### config.mk
export PLATFORM = sky130hd
export DESIGN_NAME = tma_channel
export DESIGN_NICKNAME = d
export VERILOG_FILES = /design/src/design/tma_channel.v
export VERILOG_INCLUDE_DIRS = /design/src /design/src/design
export SDC_FILE = /design/constraint.sdc
export NUM_CORES = 1
export LEC_CHECK = 0
export ABC_AREA = 0
export BUFFER_PORTS_ARGS = -buffer_cell sky130_fd_sc_hd__buf_2
export CAP_MARGIN = 5
export CORE_ASPECT_RATIO = 1.4
export CORE_MARGIN = 2
export CORE_UTILIZATION = 40
export CTS_CLUSTER_DIAMETER = 50
export DETAILED_ROUTE_END_ITERATION = 12
export GPL_TIMING_DRIVEN = 0
export PLACE_DENSITY_LB_ADDON = 0.3
export SYNTH_ARGS = -nofsm -noshare
export SYNTH_HDL_FRONTEND = slang
export SYNTH_SLANG_ARGS = --single-unit
### constraint.sdc
create_clock -name clk -period 1.4 [get_ports clk]
set_input_delay 0.14 -clock clk [delete_from_list [all_inputs] [get_ports clk]]
set_output_delay 0.14 -clock clk [all_outputs]
set_load 0.005 [all_outputs]
### src/design/tma_defs.vh
// register offsets, field positions and reset values of the timer a channel
`ifndef TMA_DEFS_VH
`define TMA_DEFS_VH
`define TMA_ADDR_W          12
`define TMA_OFS_MODE_LO     12'hfa0
`define TMA_OFS_MODE_HI     12'hfa1
`define TMA_OFS_COUNT_LO    12'hfa4
`define TMA_OFS_COUNT_HI    12'hfa5
`define TMA_OFS_COMPARE_LO  12'hfa8
`define TMA_OFS_COMPARE_HI  12'hfa9
`define TMA_OFS_FLAGS       12'hf92
`define TMA_MODE_CASCADE    7
`define TMA_MODE_SRC_HI     6
`define TMA_MODE_SRC_LO     4
`define TMA_MODE_RESTART    3
`define TMA_MODE_ENABLE     2
`define TMA_FLAG_PIN_OE     3
`define TMA_FLAG_OTHER_OE   2
`define TMA_FLAG_OTHER_TL   0
`define TMA_MODE_RESET      8'h00
`define TMA_COUNT_RESET     8'h00
`define TMA_COMPARE_RESET   8'hff
`define TMA_SRC_EXT_RISE    3'h0
`define TMA_SRC_EXT_FALL    3'h1
`define TMA_SRC_DIV1024     3'h4
`define TMA_SRC_DIV64       3'h5
`define TMA_SRC_DIV16       3'h6
`define TMA_SRC_DIV1        3'h7
`define TMA_PRESCALE_W      10
`endif

### src/design/tma_channel.v
// 8-bit timer a channel: mode, count, compare, output flags and toggle output
`timescale 1ns/1ps
`include "tma_defs.vh"

// Functional notes
// - on match the toggle latch inverts and drives the output pin when enabled
// - toggle signal always goes to serial clock selector, regardless of output enable
// - external input edges divided by compare setting appear on the output pin
// - mode register takes nibble writes; restart bit also takes single-bit writes
// - reset clears all mode bits, channel disabled
// - mode bit 7 picks cascaded 16-bit or two 8-bit counters
// - restart bit clears counter, request flag, toggle latch; self-clears
// - enable bit low holds counter; high lets it count
// - mode bits 6..4 choose external edge or system clock division
// - mode bits 1 and 0 always read zero
// - counter is read-only and resets to 00h
// - enabled counter increments once per selected source pulse
// - counter compared after increment; equality sets request flag and interrupt
// - compare register write-only, resets to ffh
// - match period is compare value plus one source periods
// - flag word: pin enable bit 3, other enable bit 2, zero, other latch
// - reset clears pin output enable, blocking the toggle output
// - toggle latch cleared on start, held while disabled
// - after a match the counter returns to 00h and keeps counting
// - match reaches processor only when interrupt enable flag is set
module tma_channel #(
	parameter DATA_W = 8
)(
	input  wire                    clk,
	input  wire                    reset_n,
	input  wire [`TMA_ADDR_W-1:0]  busAddr,
	input  wire                    busWrite,
	input  wire                    busBitWrite,
	input  wire [2:0]              busBitSel,
	input  wire                    busBitVal,
	input  wire [DATA_W-1:0]       busWdata,
	input  wire                    busRead,
	output reg  [DATA_W-1:0]       busRdata,
	input  wire                    externalCountInput,
	input  wire                    matchInterruptEnable,
	input  wire                    matchRequestClear,
	input  wire                    otherChannelToggleLatch,
	output reg                     matchRequestFlag,
	output reg                     matchInterrupt,
	output reg                     toggleOutputPin,
	output reg                     serialShiftClock,
	output reg                     cascadeMode
);
	reg  [1:0]                 rstSync_q;
	wire                       rstN;
	reg  [DATA_W-1:0]          mode_q;
	reg  [DATA_W-1:0]          count_q;
	reg  [DATA_W-1:0]          count_d;
	reg  [DATA_W-1:0]          compare_q;
	reg                        pinOutputEnable_q;
	reg                        otherTimerOutputEnable_q;
	reg                        toggleLatch_q;
	reg                        restart_q;
	reg  [`TMA_PRESCALE_W-1:0] prescale_q;
	reg  [`TMA_PRESCALE_W-1:0] prescale_d;
	reg  [1:0]                 extSync_q;
	reg                        extLast_q;
	reg                        tick;
	wire [2:0]                 src;
	wire                       enabled;
	wire                       match;
	wire                       atCompare;
	wire                       step;
	wire                       modeLoWr;
	wire                       modeHiWr;

	// reset released through two flops
	always @(posedge clk or negedge reset_n)
	begin
		if (!reset_n)
			rstSync_q <= 2'h0;
		else
			rstSync_q <= {rstSync_q[0], 1'b1};
	end
	assign rstN = rstSync_q[1];

	// nibble-wide byte: low nibble and high nibble sit at the two addresses
	function isAddr;
		input [`TMA_ADDR_W-1:0] a;
		input [`TMA_ADDR_W-1:0] lo;
		begin
			isAddr = (a == lo);
		end
	endfunction

	// single-bit write aimed at one bit of one nibble
	function isBitWr;
		input                   en;
		input [`TMA_ADDR_W-1:0] a;
		input [2:0]             sel;
		input [`TMA_ADDR_W-1:0] target;
		input integer           bitPos;
		begin
			isBitWr = en && (a == target) && (sel == bitPos);
		end
	endfunction

	assign modeLoWr = busWrite && isAddr(busAddr, `TMA_OFS_MODE_LO);
	assign modeHiWr = busWrite && isAddr(busAddr, `TMA_OFS_MODE_HI);
	assign src      = mode_q[`TMA_MODE_SRC_HI:`TMA_MODE_SRC_LO];
	assign enabled  = mode_q[`TMA_MODE_ENABLE];

	// mode register; restart is a one-cycle command, never stored
	always @(posedge clk or negedge rstN)
	begin
		if (!rstN)
		begin
			mode_q    <= `TMA_MODE_RESET;
			restart_q <= 1'b0;
		end
		else
		begin
			restart_q <= 1'b0;
			if (modeLoWr)
			begin
				// bits 1..0 forced low
				mode_q[3:0] <= {1'b0, busWdata[2], 2'b00};
				restart_q   <= busWdata[`TMA_MODE_RESTART];
			end
			if (modeHiWr)
				mode_q[7:4] <= busWdata[3:0];
			if (isBitWr(busBitWrite, busAddr, busBitSel, `TMA_OFS_MODE_LO,
				`TMA_MODE_RESTART) && busBitVal)
				restart_q <= 1'b1;
		end
	end

	// compare register, byte written as two nibbles
	always @(posedge clk or negedge rstN)
	begin
		if (!rstN)
			compare_q <= `TMA_COMPARE_RESET;
		else
		begin
			if (busWrite && isAddr(busAddr, `TMA_OFS_COMPARE_LO))
				compare_q[3:0] <= busWdata[3:0];
			if (busWrite && isAddr(busAddr, `TMA_OFS_COMPARE_HI))
				compare_q[7:4] <= busWdata[3:0];
		end
	end

	// flag word: enables take nibble or single-bit writes
	always @(posedge clk or negedge rstN)
	begin
		if (!rstN)
		begin
			pinOutputEnable_q        <= 1'b0;
			otherTimerOutputEnable_q <= 1'b0;
		end
		else if (isAddr(busAddr, `TMA_OFS_FLAGS))
		begin
			// a nibble write beats a bit write landing in the same cycle
			if (busWrite)
			begin
				pinOutputEnable_q        <= busWdata[`TMA_FLAG_PIN_OE];
				otherTimerOutputEnable_q <= busWdata[`TMA_FLAG_OTHER_OE];
			end
			else if (isBitWr(busBitWrite, busAddr, busBitSel, `TMA_OFS_FLAGS, `TMA_FLAG_PIN_OE))
				pinOutputEnable_q <= busBitVal;
			else if (isBitWr(busBitWrite, busAddr, busBitSel, `TMA_OFS_FLAGS, `TMA_FLAG_OTHER_OE))
				otherTimerOutputEnable_q <= busBitVal;
		end
	end

	// external input: two flops, then edge detect on the second
	always @(posedge clk or negedge rstN)
	begin
		if (!rstN)
		begin
			extSync_q <= 2'h0;
			extLast_q <= 1'b0;
		end
		else
		begin
			extSync_q <= {extSync_q[0], externalCountInput};
			extLast_q <= extSync_q[1];
		end
	end

	// free-running prescaler; restart realigns it so the first interval is whole
	always @*
	begin
		prescale_d = prescale_q + {{(`TMA_PRESCALE_W-1){1'b0}}, 1'b1};
		if (restart_q)
			prescale_d = {`TMA_PRESCALE_W{1'b0}};
	end

	always @(posedge clk or negedge rstN)
	begin
		if (!rstN)
			prescale_q <= {`TMA_PRESCALE_W{1'b0}};
		else
			prescale_q <= prescale_d;
	end

	// source select; undefined codes 010/011 give no pulses
	always @*
	begin
		case (src)
			`TMA_SRC_EXT_RISE: tick = extSync_q[1] && !extLast_q;
			`TMA_SRC_EXT_FALL: tick = !extSync_q[1] && extLast_q;
			`TMA_SRC_DIV1024:  tick = (prescale_q == 10'h3ff);
			`TMA_SRC_DIV64:    tick = (prescale_q[5:0] == 6'h3f);
			`TMA_SRC_DIV16:    tick = (prescale_q[3:0] == 4'hf);
			`TMA_SRC_DIV1:     tick = 1'b1;
			default:           tick = 1'b0;
		endcase
	end

	// the count dwells on the compare value for one source period before it wraps;
	// that dwell is what stretches the interval to compare plus one
	assign atCompare = (count_q == compare_q);
	// a restart owns its cycle, so no match can sneak past the clear
	assign step      = enabled && tick && !restart_q;
	assign match     = step && ((count_q + 8'h01) == compare_q);

	// next count: restart, wrap after the dwell, or one step per tick
	always @*
	begin
		count_d = count_q;
		if (restart_q)
			count_d = `TMA_COUNT_RESET;
		else if (step && atCompare)
			count_d = `TMA_COUNT_RESET;
		else if (step)
			count_d = count_q + 8'h01;
		// disabled or no tick: value held
	end

	always @(posedge clk or negedge rstN)
	begin
		if (!rstN)
			count_q <= `TMA_COUNT_RESET;
		else
			count_q <= count_d;
	end

	// toggle latch and request flag; a match beats a same-cycle clear
	always @(posedge clk or negedge rstN)
	begin
		if (!rstN)
		begin
			toggleLatch_q    <= 1'b0;
			matchRequestFlag <= 1'b0;
		end
		else if (restart_q)
		begin
			toggleLatch_q    <= 1'b0;
			matchRequestFlag <= 1'b0;
		end
		else
		begin
			if (match)
				toggleLatch_q <= !toggleLatch_q;
			if (match)
				matchRequestFlag <= 1'b1;
			else if (matchRequestClear)
				matchRequestFlag <= 1'b0;
		end
	end

	// registered outputs and read port
	always @(posedge clk or negedge rstN)
	begin
		if (!rstN)
		begin
			toggleOutputPin  <= 1'b0;
			serialShiftClock <= 1'b0;
			matchInterrupt   <= 1'b0;
			cascadeMode      <= 1'b0;
			busRdata         <= {DATA_W{1'b0}};
		end
		else
		begin
			// pin and serial copies share one stage of delay, so they agree whenever the pin output is enabled
			// gated copy; drives pin in timer and divider modes
			toggleOutputPin  <= pinOutputEnable_q && toggleLatch_q;
			serialShiftClock <= toggleLatch_q;
			matchInterrupt   <= match && matchInterruptEnable;
			cascadeMode      <= mode_q[`TMA_MODE_CASCADE];
			busRdata         <= {DATA_W{1'b0}};
			if (busRead)
			begin
				if (isAddr(busAddr, `TMA_OFS_COUNT_LO))
					busRdata <= {4'h0, count_q[3:0]};
				else if (isAddr(busAddr, `TMA_OFS_COUNT_HI))
					busRdata <= {4'h0, count_q[7:4]};
				else if (isAddr(busAddr, `TMA_OFS_FLAGS))
					busRdata <= {4'h0, pinOutputEnable_q, otherTimerOutputEnable_q,
						1'b0, otherChannelToggleLatch};
			end
		end
	end
endmodule

==> results of run 1 <==
-- sequential cells by signal, indices dropped and copies added (netlist names), 2 cells and up --
name / cells
mode_q: 5
count_q: 8
busRdata: 4
rstSync_q: 2
prescale_q: 10
compare_q: 8
extSync_q: 2
-- worst max-delay path: stages, from the launching register on --
cell and delay (ps):
dfrtp_1 380, or3b_1 390, a211oi_2 300, a221oi_4 80, or2_4 260, or4_4 420
a21oi_2 140
-- cell type report --
cell class	instances	area (µm²)
inverters	6	22.5
clock buffers	6	72.6
flip-flops and latches	49	1240
well taps	72	90.1
plain buffers	11	91.3
fillers	536	2670
repair buffers	62	402
multi-input cells	180	1500
clock inverters	2	35.0
-- layout by cell type (no fill, tap or decap), types with 5 or more instances in the layout --
master	synthesis	final
dfstp_2	8	8
or3_1	6	6
buf_2	1	35
buf_4	4	25
xnor2_1	9	7
dfrtp_1	41	38
clkbuf_8	0	6
o21ai_0	11	10
buf_6	0	6
a21oi_1	10	8
nor2_1	17	17
o21ai_1	6	6
conb_1	2	5
mux2_4	0	11
nor2b_1	6	6
nand2_1	15	13
inv_1	6	6
-- worst max-delay path by stage --
stage	start	to	slack (ps)	depth (start not counted)
after floorplan	mode_q[4]	count_q[5]	-430	6
after global placement	busAddr[6]	mode_q[4]	-600	7
after detailed placement	busAddr[6]	mode_q[4]	-620	7
after CTS	extLast_q	count_q[5]	-550	6
after global routing	extLast_q	count_q[5]	-710	6
final	extLast_q	count_q[5]	-640	6
-- layer usage --
metal	track usage, %	wire, µm	share of wire, %	vias up
li1	-	-	-	1004
met1	20.1	2310	40	1018
met2	28.5	3200	56	47
met3	2.79	147	2.6	10
met4	7.40	80	1.4	0
met5	0	0	0	-
-- stage by stage --
| step | utilization [%] | TNS, ps | instance area [µm²] | hold WS (ps) |
|---|---|---|---|---|
| after floorplan | - | -7550 | 2690 | -156 |
| after global placement | 48.3 | -13090 | 2960 | -74.8 |
| after detailed placement | 48.3 | -13480 | 2960 | -71.8 |
| after CTS | 53.2 | -6450 | 3260 | 27.1 |
| after global routing | 56.4 | -8390 | 3450 | 29.1 |
| final | 56.4 | -6970 | 3450 | 30.4 |
-- report_power, final --
part / switching [mW] / internal (mW)
logic: 0.161 / 0.222
clock network: 0.459 / 0.531
registers: 0.160 / 1.50
total: 0.780 / 2.25
-- cells by family after synthesis --
group | count (synthesis) | synth area share (%)
xor gates and xnor gates | 16 | 5.58
AOI/OAI and AO/OA | 44 | 11.1
and+or+nand+nor | 97 | 22.4
DFF | 49 | 49.2
buffers and inverters | 18 | 3.34
muxes | 16 | 7.12
other | 2 | 0.299
adders and majority gates | 2 | 0.996
-- timing repair --
item                                    CTS  global route
buffers inserted                         14            11
gates resized for setup                  15            25
gates cloned                              0             1
pin swaps                                 6            12
endpoints found under the setup margin   31            30
hold buffers                              2             0
endpoints found under the hold margin     3             0
==> results list, run 1 <==
- Number of H-tree levels: 2
* Cell types occupying the most area after synthesis: dfrtp_1 (41%), dfstp_2 (8.4%), mux2_1 (4.9%)
- Across every metal layer, demand over resource in global routing totals between 10% and 20%.
- Clock skew after layout: 10.6 ps
- WHS Path Cells: 3
- DR pass1 iterations: 4
- In the routed layout, each cell is associated on average with a via count of 5.36.
* Critical Path End Type: flip-flop
* Number of instances in the synthesized netlist: 244
- By startpoint and endpoint, the worst setup path is classified as flip-flop to flip-flop.
- Vias in the first global route: 1983
- In the synthesized netlist the dominant register cell turns out to be dfrtp_1.
* VDD IR-drop max: 0.560 mV
- The repair_antennas step left the layout with diodes totalling 0.
* Chip width: 71.0 µm
- The initial antenna violation count came to 0.
- Initial Utilization: 41.0%
- Kind of start point of the critical path: flip-flop
- Setup repair after global routing could not meet its margin everywhere.
- In this run the static leakage power is 1.56 nW.
- After synthesis, flip-flops and latches occupy 49.2% of the total area.
- Total Power Consumption: 3.03 mW
- Total I/O pin count: 46
* Reg2reg setup slack: -640 ps
- Cell taking the most area after synthesis: dfrtp_1
- The flow ran to the end, but the final reports show violations.
- TritonCTS built the clock tree.
- In the finished design, the share of the clock period the worst path needs comes to 146%.
- After floorplanning, the core was divided into 34 placement rows.
* Number of I/O port buffers: 36
* DRC violations left: 0
* Total Routed Length: 5.74 mm
- Once detail routing completed, the nets flagged for antenna violations numbered 0.
- At the worst endpoint, the required time is 1640 ps.
- Ys async rst share: 100%
* Library cell used as clock root buffer: clkbuf_8
* Class of the tightest hold or removal check: primary input to flip-flop
- End of the worst hold path: matchInterrupt
- Setup slack on the critical path of the routed design comes to -639 ps.
* Average wire per cell in the routed design: 14.8 µm
- The number of clock buffers added by TritonCTS is 5.
* Setup-violating endpoint count in the final report: 21
* Detailed-route via count: 2079
- The floorplan step set the die height to 97.8 µm.
- Core ar.: between 6000 and 7000 µm²
- Maximum root-to-sink buffer count: 2
- The smallest clock period supported by the final layout is computed as 2040 ps.
- Slew HR: 34.8%
* Number of placed instances, taps included: ~360
- Violated checks: negative setup slack
- Worst endpoint data arrival time: between 2000 and 2500 ps
* Number of enable flip-flop cells after synthesis: 0
- Netlist area before placement: 2510 µm²
* Number of nets in the layout: between 300 and 400
- The startpoint identified for the worst hold timing path is matchInterruptEnable.
- Entering global routing, the biggest net connects 48 pins.
- Detailed router's first-iteration violation count: 100
- Prior to clock tree synthesis, the placed netlist has a worst setup slack of -617 ps.
- Synth Register Bits: just under 50
- The netlist uses 46 different library cells.
* Total grt overflow: 0
- In this run the worst path has a maximum fanout of 4.
* CTS Sinks: 49
- Area added between synthesis and finish: 37.5%
- Max-cap violations: 0
- The top cell type by area accounts for 40.8% of the synthesized area.
- Leaving out filler cells and counting taps, the final layout contains 388.
- Based on the critical path, the design can be clocked at up to 491 MHz.
* Cell Pwr Density: roughly 900 nW/µm²
* Pins Over Slew Limit: 0
- The congestion estimate from routability-driven global placement came to 0.823.
- Syn Area/Cell: 10.3 µm²
- The wire-length estimate of the detail-placed layout is 3.79 mm.
- For this run, the number of Yosys warnings is 0.
* Overall die area: 6940 µm²
* Final number of hold-violating endpoints: 0
* Clk Latency, worst-skew pair: 300 ps
* Clock slew at reported path FFs: 90 ps
- Most frequent cell after synthesis: dfrtp_1
- The first global-routing pass estimated approximately 9.2 mm of wire.
- In the final layout, the share of cells above drive strength 1 is 44.6%.
* Startpoint of the lowest-slack register-to-register path: extLast_q
- The number of cells on the worst reg-to-reg path is 6.
- Sorting the synthesized cells by how often they occur yields dfrtp_1 (41), nor2_1 (17), nand2_1 (15), mux2_1 (11), o21ai_0 (11).
* Tightest Pin Transition: 977 ps
- The worst register-to-register path ends at count_q[5].
No activity file was read; power rests on OpenSTA's default activity.
==> run 2, diff against run 1 <==
--- a/config.mk
+++ b/config.mk
@@ -15,7 +15,6 @@
 export CTS_CLUSTER_DIAMETER = 50
 export DETAILED_ROUTE_END_ITERATION = 12
 export GPL_TIMING_DRIVEN = 0
-export PLACE_DENSITY_LB_ADDON = 0.3
 export SYNTH_ARGS = -nofsm -noshare
 export SYNTH_HDL_FRONTEND = slang
 export SYNTH_SLANG_ARGS = --single-unit
==> results list, run 2 (synthesized netlist as in run 1, its figures left out) <==
- The flow ran to the end, but the final reports show violations.
- Violated checks: negative setup slack
* Setup ws final: -597 ps (+41.6 ps)
- The total detailed-routing wirelength came to 5.65 mm (-1.4%).
- Clk Latency, worst-skew pair: 310 ps (about the same)
* Most common library cell in the layout ignoring fill and taps: dfrtp_1
- Overall die area: 6940 µm² (unchanged)
* Sequential cell fraction of total power: 58.7% (+4.0 points)
* Largest registers: prescale_q x10, compare_q x8, count_q x8
- The largest fanout of any net on the critical path was 4 (unchanged).
- The final sum of negative setup slack was -6000 ps (+972 ps).
* Register-to-Register Path Depth: 6 (unchanged)
* Largest net degree at the start of global routing: 48 (unchanged)
- DR pass1 iterations: 4 (unchanged)
- The H-tree depth is 2 (unchanged).
- Number of placed instances, taps included: 355 (unchanged)
- The combinational fraction of design power is 11.2% (-1.4 points).
- Max-cap violations: 0 (unchanged)
* Slew HR: 32.8% (-2.0 points)
- The placement row count came to 34 (unchanged).
- The most critical setup path has its endpoint at count_q[5].
- The final count of negative-setup-slack endpoints is 22 (+4.8%).
- Fill cell count: 576 (+7.5%)
- Reg with most FFs: prescale_q
- The final number of hold-violating endpoints came to 0 (unchanged).
- The setup path with the least slack is of type flip-flop to flip-flop.
- Power share of the clock group: 30.1% (-2.5 points)
- Setup slack at placement: -643 ps (-26.4 ps)
* Average wire per cell in the routed design: 14.9 µm (+0.89%)
* Proportion of layout cells with a drive suffix above 1: 41.7% (-2.9 points)
- Inserted Clock Buffers: 5 (unchanged)
* Internal Dissipation: 2.03 mW (-9.8%)
* Share of the clock period used by the worst path: 143% (-3.0 points)
- M1 WL: 2.43 mm (+5.2%)
* GP Congestion: 0.844 (+2.6%)
- Clock slew at reported path FFs: 100 ps (about the same)
* Antenna diode instance count: 0 (unchanged)
- Area added between synthesis and finish: 32.0%
* Total I/O pin count: 46 (unchanged)
- TritonCTS built the clock tree.
- Tightest Pin Transition: 1010 ps (+30.6 ps)
* Cell Count, Final, Fillers Out: 379 (-2.3%)
- The net switching fraction of the power is 28.0% (+2.3 points).
- Detailed router's first-iteration violation count: 111 (+11%)
- Top achievable clock speed: 501 MHz (+2.1%)
- The path class of the tightest hold or removal check is primary input to flip-flop.
- Library cell used as clock root buffer: clkbuf_8
- Critical Path End Type: flip-flop
- The minimum setup slack among reg-to-reg paths was -600 ps (+40 ps).
- Gr usage total: 17.7% (+1.1 points)
* Remaining number of nets flagged by the antenna check after routing: 0 (unchanged)
- Among all stages on the critical path, the largest delay is contributed by or4_1.
* VDD IR-drop max: 0.652 mV (+17%)
* Worst setup path startpoint: extLast_q
- Max reg flops: 10 (unchanged)
- The post-layout minimum cycle time was 2000 ps (-41.6 ps).
- The sink count of the clock tree came to 49 (unchanged).
- Initial Utilization: 41.0% (unchanged)
* DPL Wire Length: 3.86 mm (+1.8%)
- Setup repair after global routing could not meet its margin everywhere.
* Height of the die: 97.8 µm (unchanged)
* Antenna violations before repair: 0 (unchanged)
- The length of routed met2 wiring came to 2.86 mm (-11%).
- Data required, critical path: 1630 ps (about the same)
- The number of buffer cells added on primary ports came to 36 (unchanged).
- Routed length on met3: 163 µm (+11%)
- The via count was 2038 (-2.0%).
* Kind of start point of the critical path: flip-flop
- The placeable core region came to 6130 µm² (unchanged).
* Cell Pwr Density: 851 nW/µm² (-3.1%)
* Chip width: 71.0 µm (unchanged)
- Startpoint of the lowest-slack register-to-register path: extLast_q
- Cell chain of the critical path: or3b_1, a211oi_2, a221oi_4, or2_4, or4_1, a21oi_1
- Number of nets in the layout: 341 (-2.6%)
- Leading cell types in the layout, fill and taps excluded: dfrtp_1 (38), buf_2 (36), nor2_1 (17)
- Critical R2R Capture: count_q[5]
- Clock skew after layout: 10.4 ps (-0.263 ps)
- The via count of the first global-routing pass came to 2020 (+1.9%).
- The net switching power is 791 µW (+1.3%).
- FF/Latch Area: 1240 µm² (unchanged)
- Maximum root-to-sink buffer count: 2 (unchanged)
- Worst endpoint data arrival time: 2220 ps (-60 ps)
* Leakage: 1.49 nW (-4.2%)
- Maximum cell stage delay along the critical path: 400 ps (-20 ps)
- Top sig layer: met4
- Total grt overflow: 0 (unchanged)
- DRC violations left: 0 (unchanged)
- The area used by multi-input combinational logic came to 1460 µm² (-2.7%).
- Pins Over Slew Limit: 0 (unchanged)
* Global-route wire length before repair: 9.91 mm (+7.7%)
* Total Power Consumption: 2.82 mW (-7.0%)
- Ratio of routed vias to standard cells: 5.38 (+0.36%)
## run 2: cell count changes in the layout (fill, tap and decap cells not counted), sizes merged
| cell | delta |
|---|---|
| buf | -10 |
| bufinv | -1 |
| clkinvlp | +1 |
| inv | +1 |
## run 2: worst max-delay path: cells and delay by family (launching register included)
kind / cells / cell delay (ps)
flip-flops: 1 / 390
AND/OR/NAND/NOR: 3 / 1050
AO/OA/AOI/OAI: 3 / 480
## run 2: per-layer routing
layer  track usage (%)  vias up
li1                  -      988
met1              23.5      982
met2              28.0       51
met3              2.37       17
met4              9.14        0
met5                 0        -
## run 2: worst min path at each step
stage | endpoint | slack [ps] | cells after the start | from
after floorplan | rstSync_q[0] | -160 | 0 | reset_n
after global placement | rstSync_q[0] | -70 | 1 | reset_n
after detailed placement | rstSync_q[0] | -70 | 1 | reset_n
after CTS | matchInterrupt | 30 | 3 | matchInterruptEnable
after global routing | matchInterrupt | 40 | 3 | matchInterruptEnable
final | matchInterrupt | 40 | 3 | matchInterruptEnable
## run 2: area by class of cell
| cell class | instances | area share, % |
|---|---|---|
| buffer | 11 | 2.68 |
| clock buffer | 5 | 2.08 |
| clock inverter | 3 | 0.642 |
| inverter | 6 | 0.679 |
| multi-input combinational | 180 | 44.0 |
| sequential | 49 | 37.4 |
| tap | 72 | 2.72 |
| timing repair buffer | 53 | 9.77 |
## run 2: repair_timing
item,4_1_cts,5_1_grt
pin swaps,7,12
cloned,1,0
endpoints found under the hold margin,3,0
hold buffers,2,0
endpoints found under the setup margin,31,36
gates resized for setup,15,18
setup buffers,11,5
## run 2: power by group through the flow
stage | Sequential, mW | Clock, mW | Combinational [mW]
global route | 1.68 | 0.926 | 0.363
detailed placement | 1.66 | 0 | 0.239
finish | 1.66 | 0.848 | 0.316
CTS | 1.63 | 0.880 | 0.290
floorplan | 1.63 | 0 | 0.163
global placement | 1.66 | 0 | 0.230
## run 2: through the flow
stage                     hold WS, ps  util [%]  instance area (µm²)
after detailed placement        -74.9      48.3                 2960
after global placement          -74.0      48.3                 2960
after floorplan                  -156         -                 2690
after CTS                        29.1      52.9                 3240
after global routing             44.0      54.1                 3320
final                            38.5      54.1                 3320
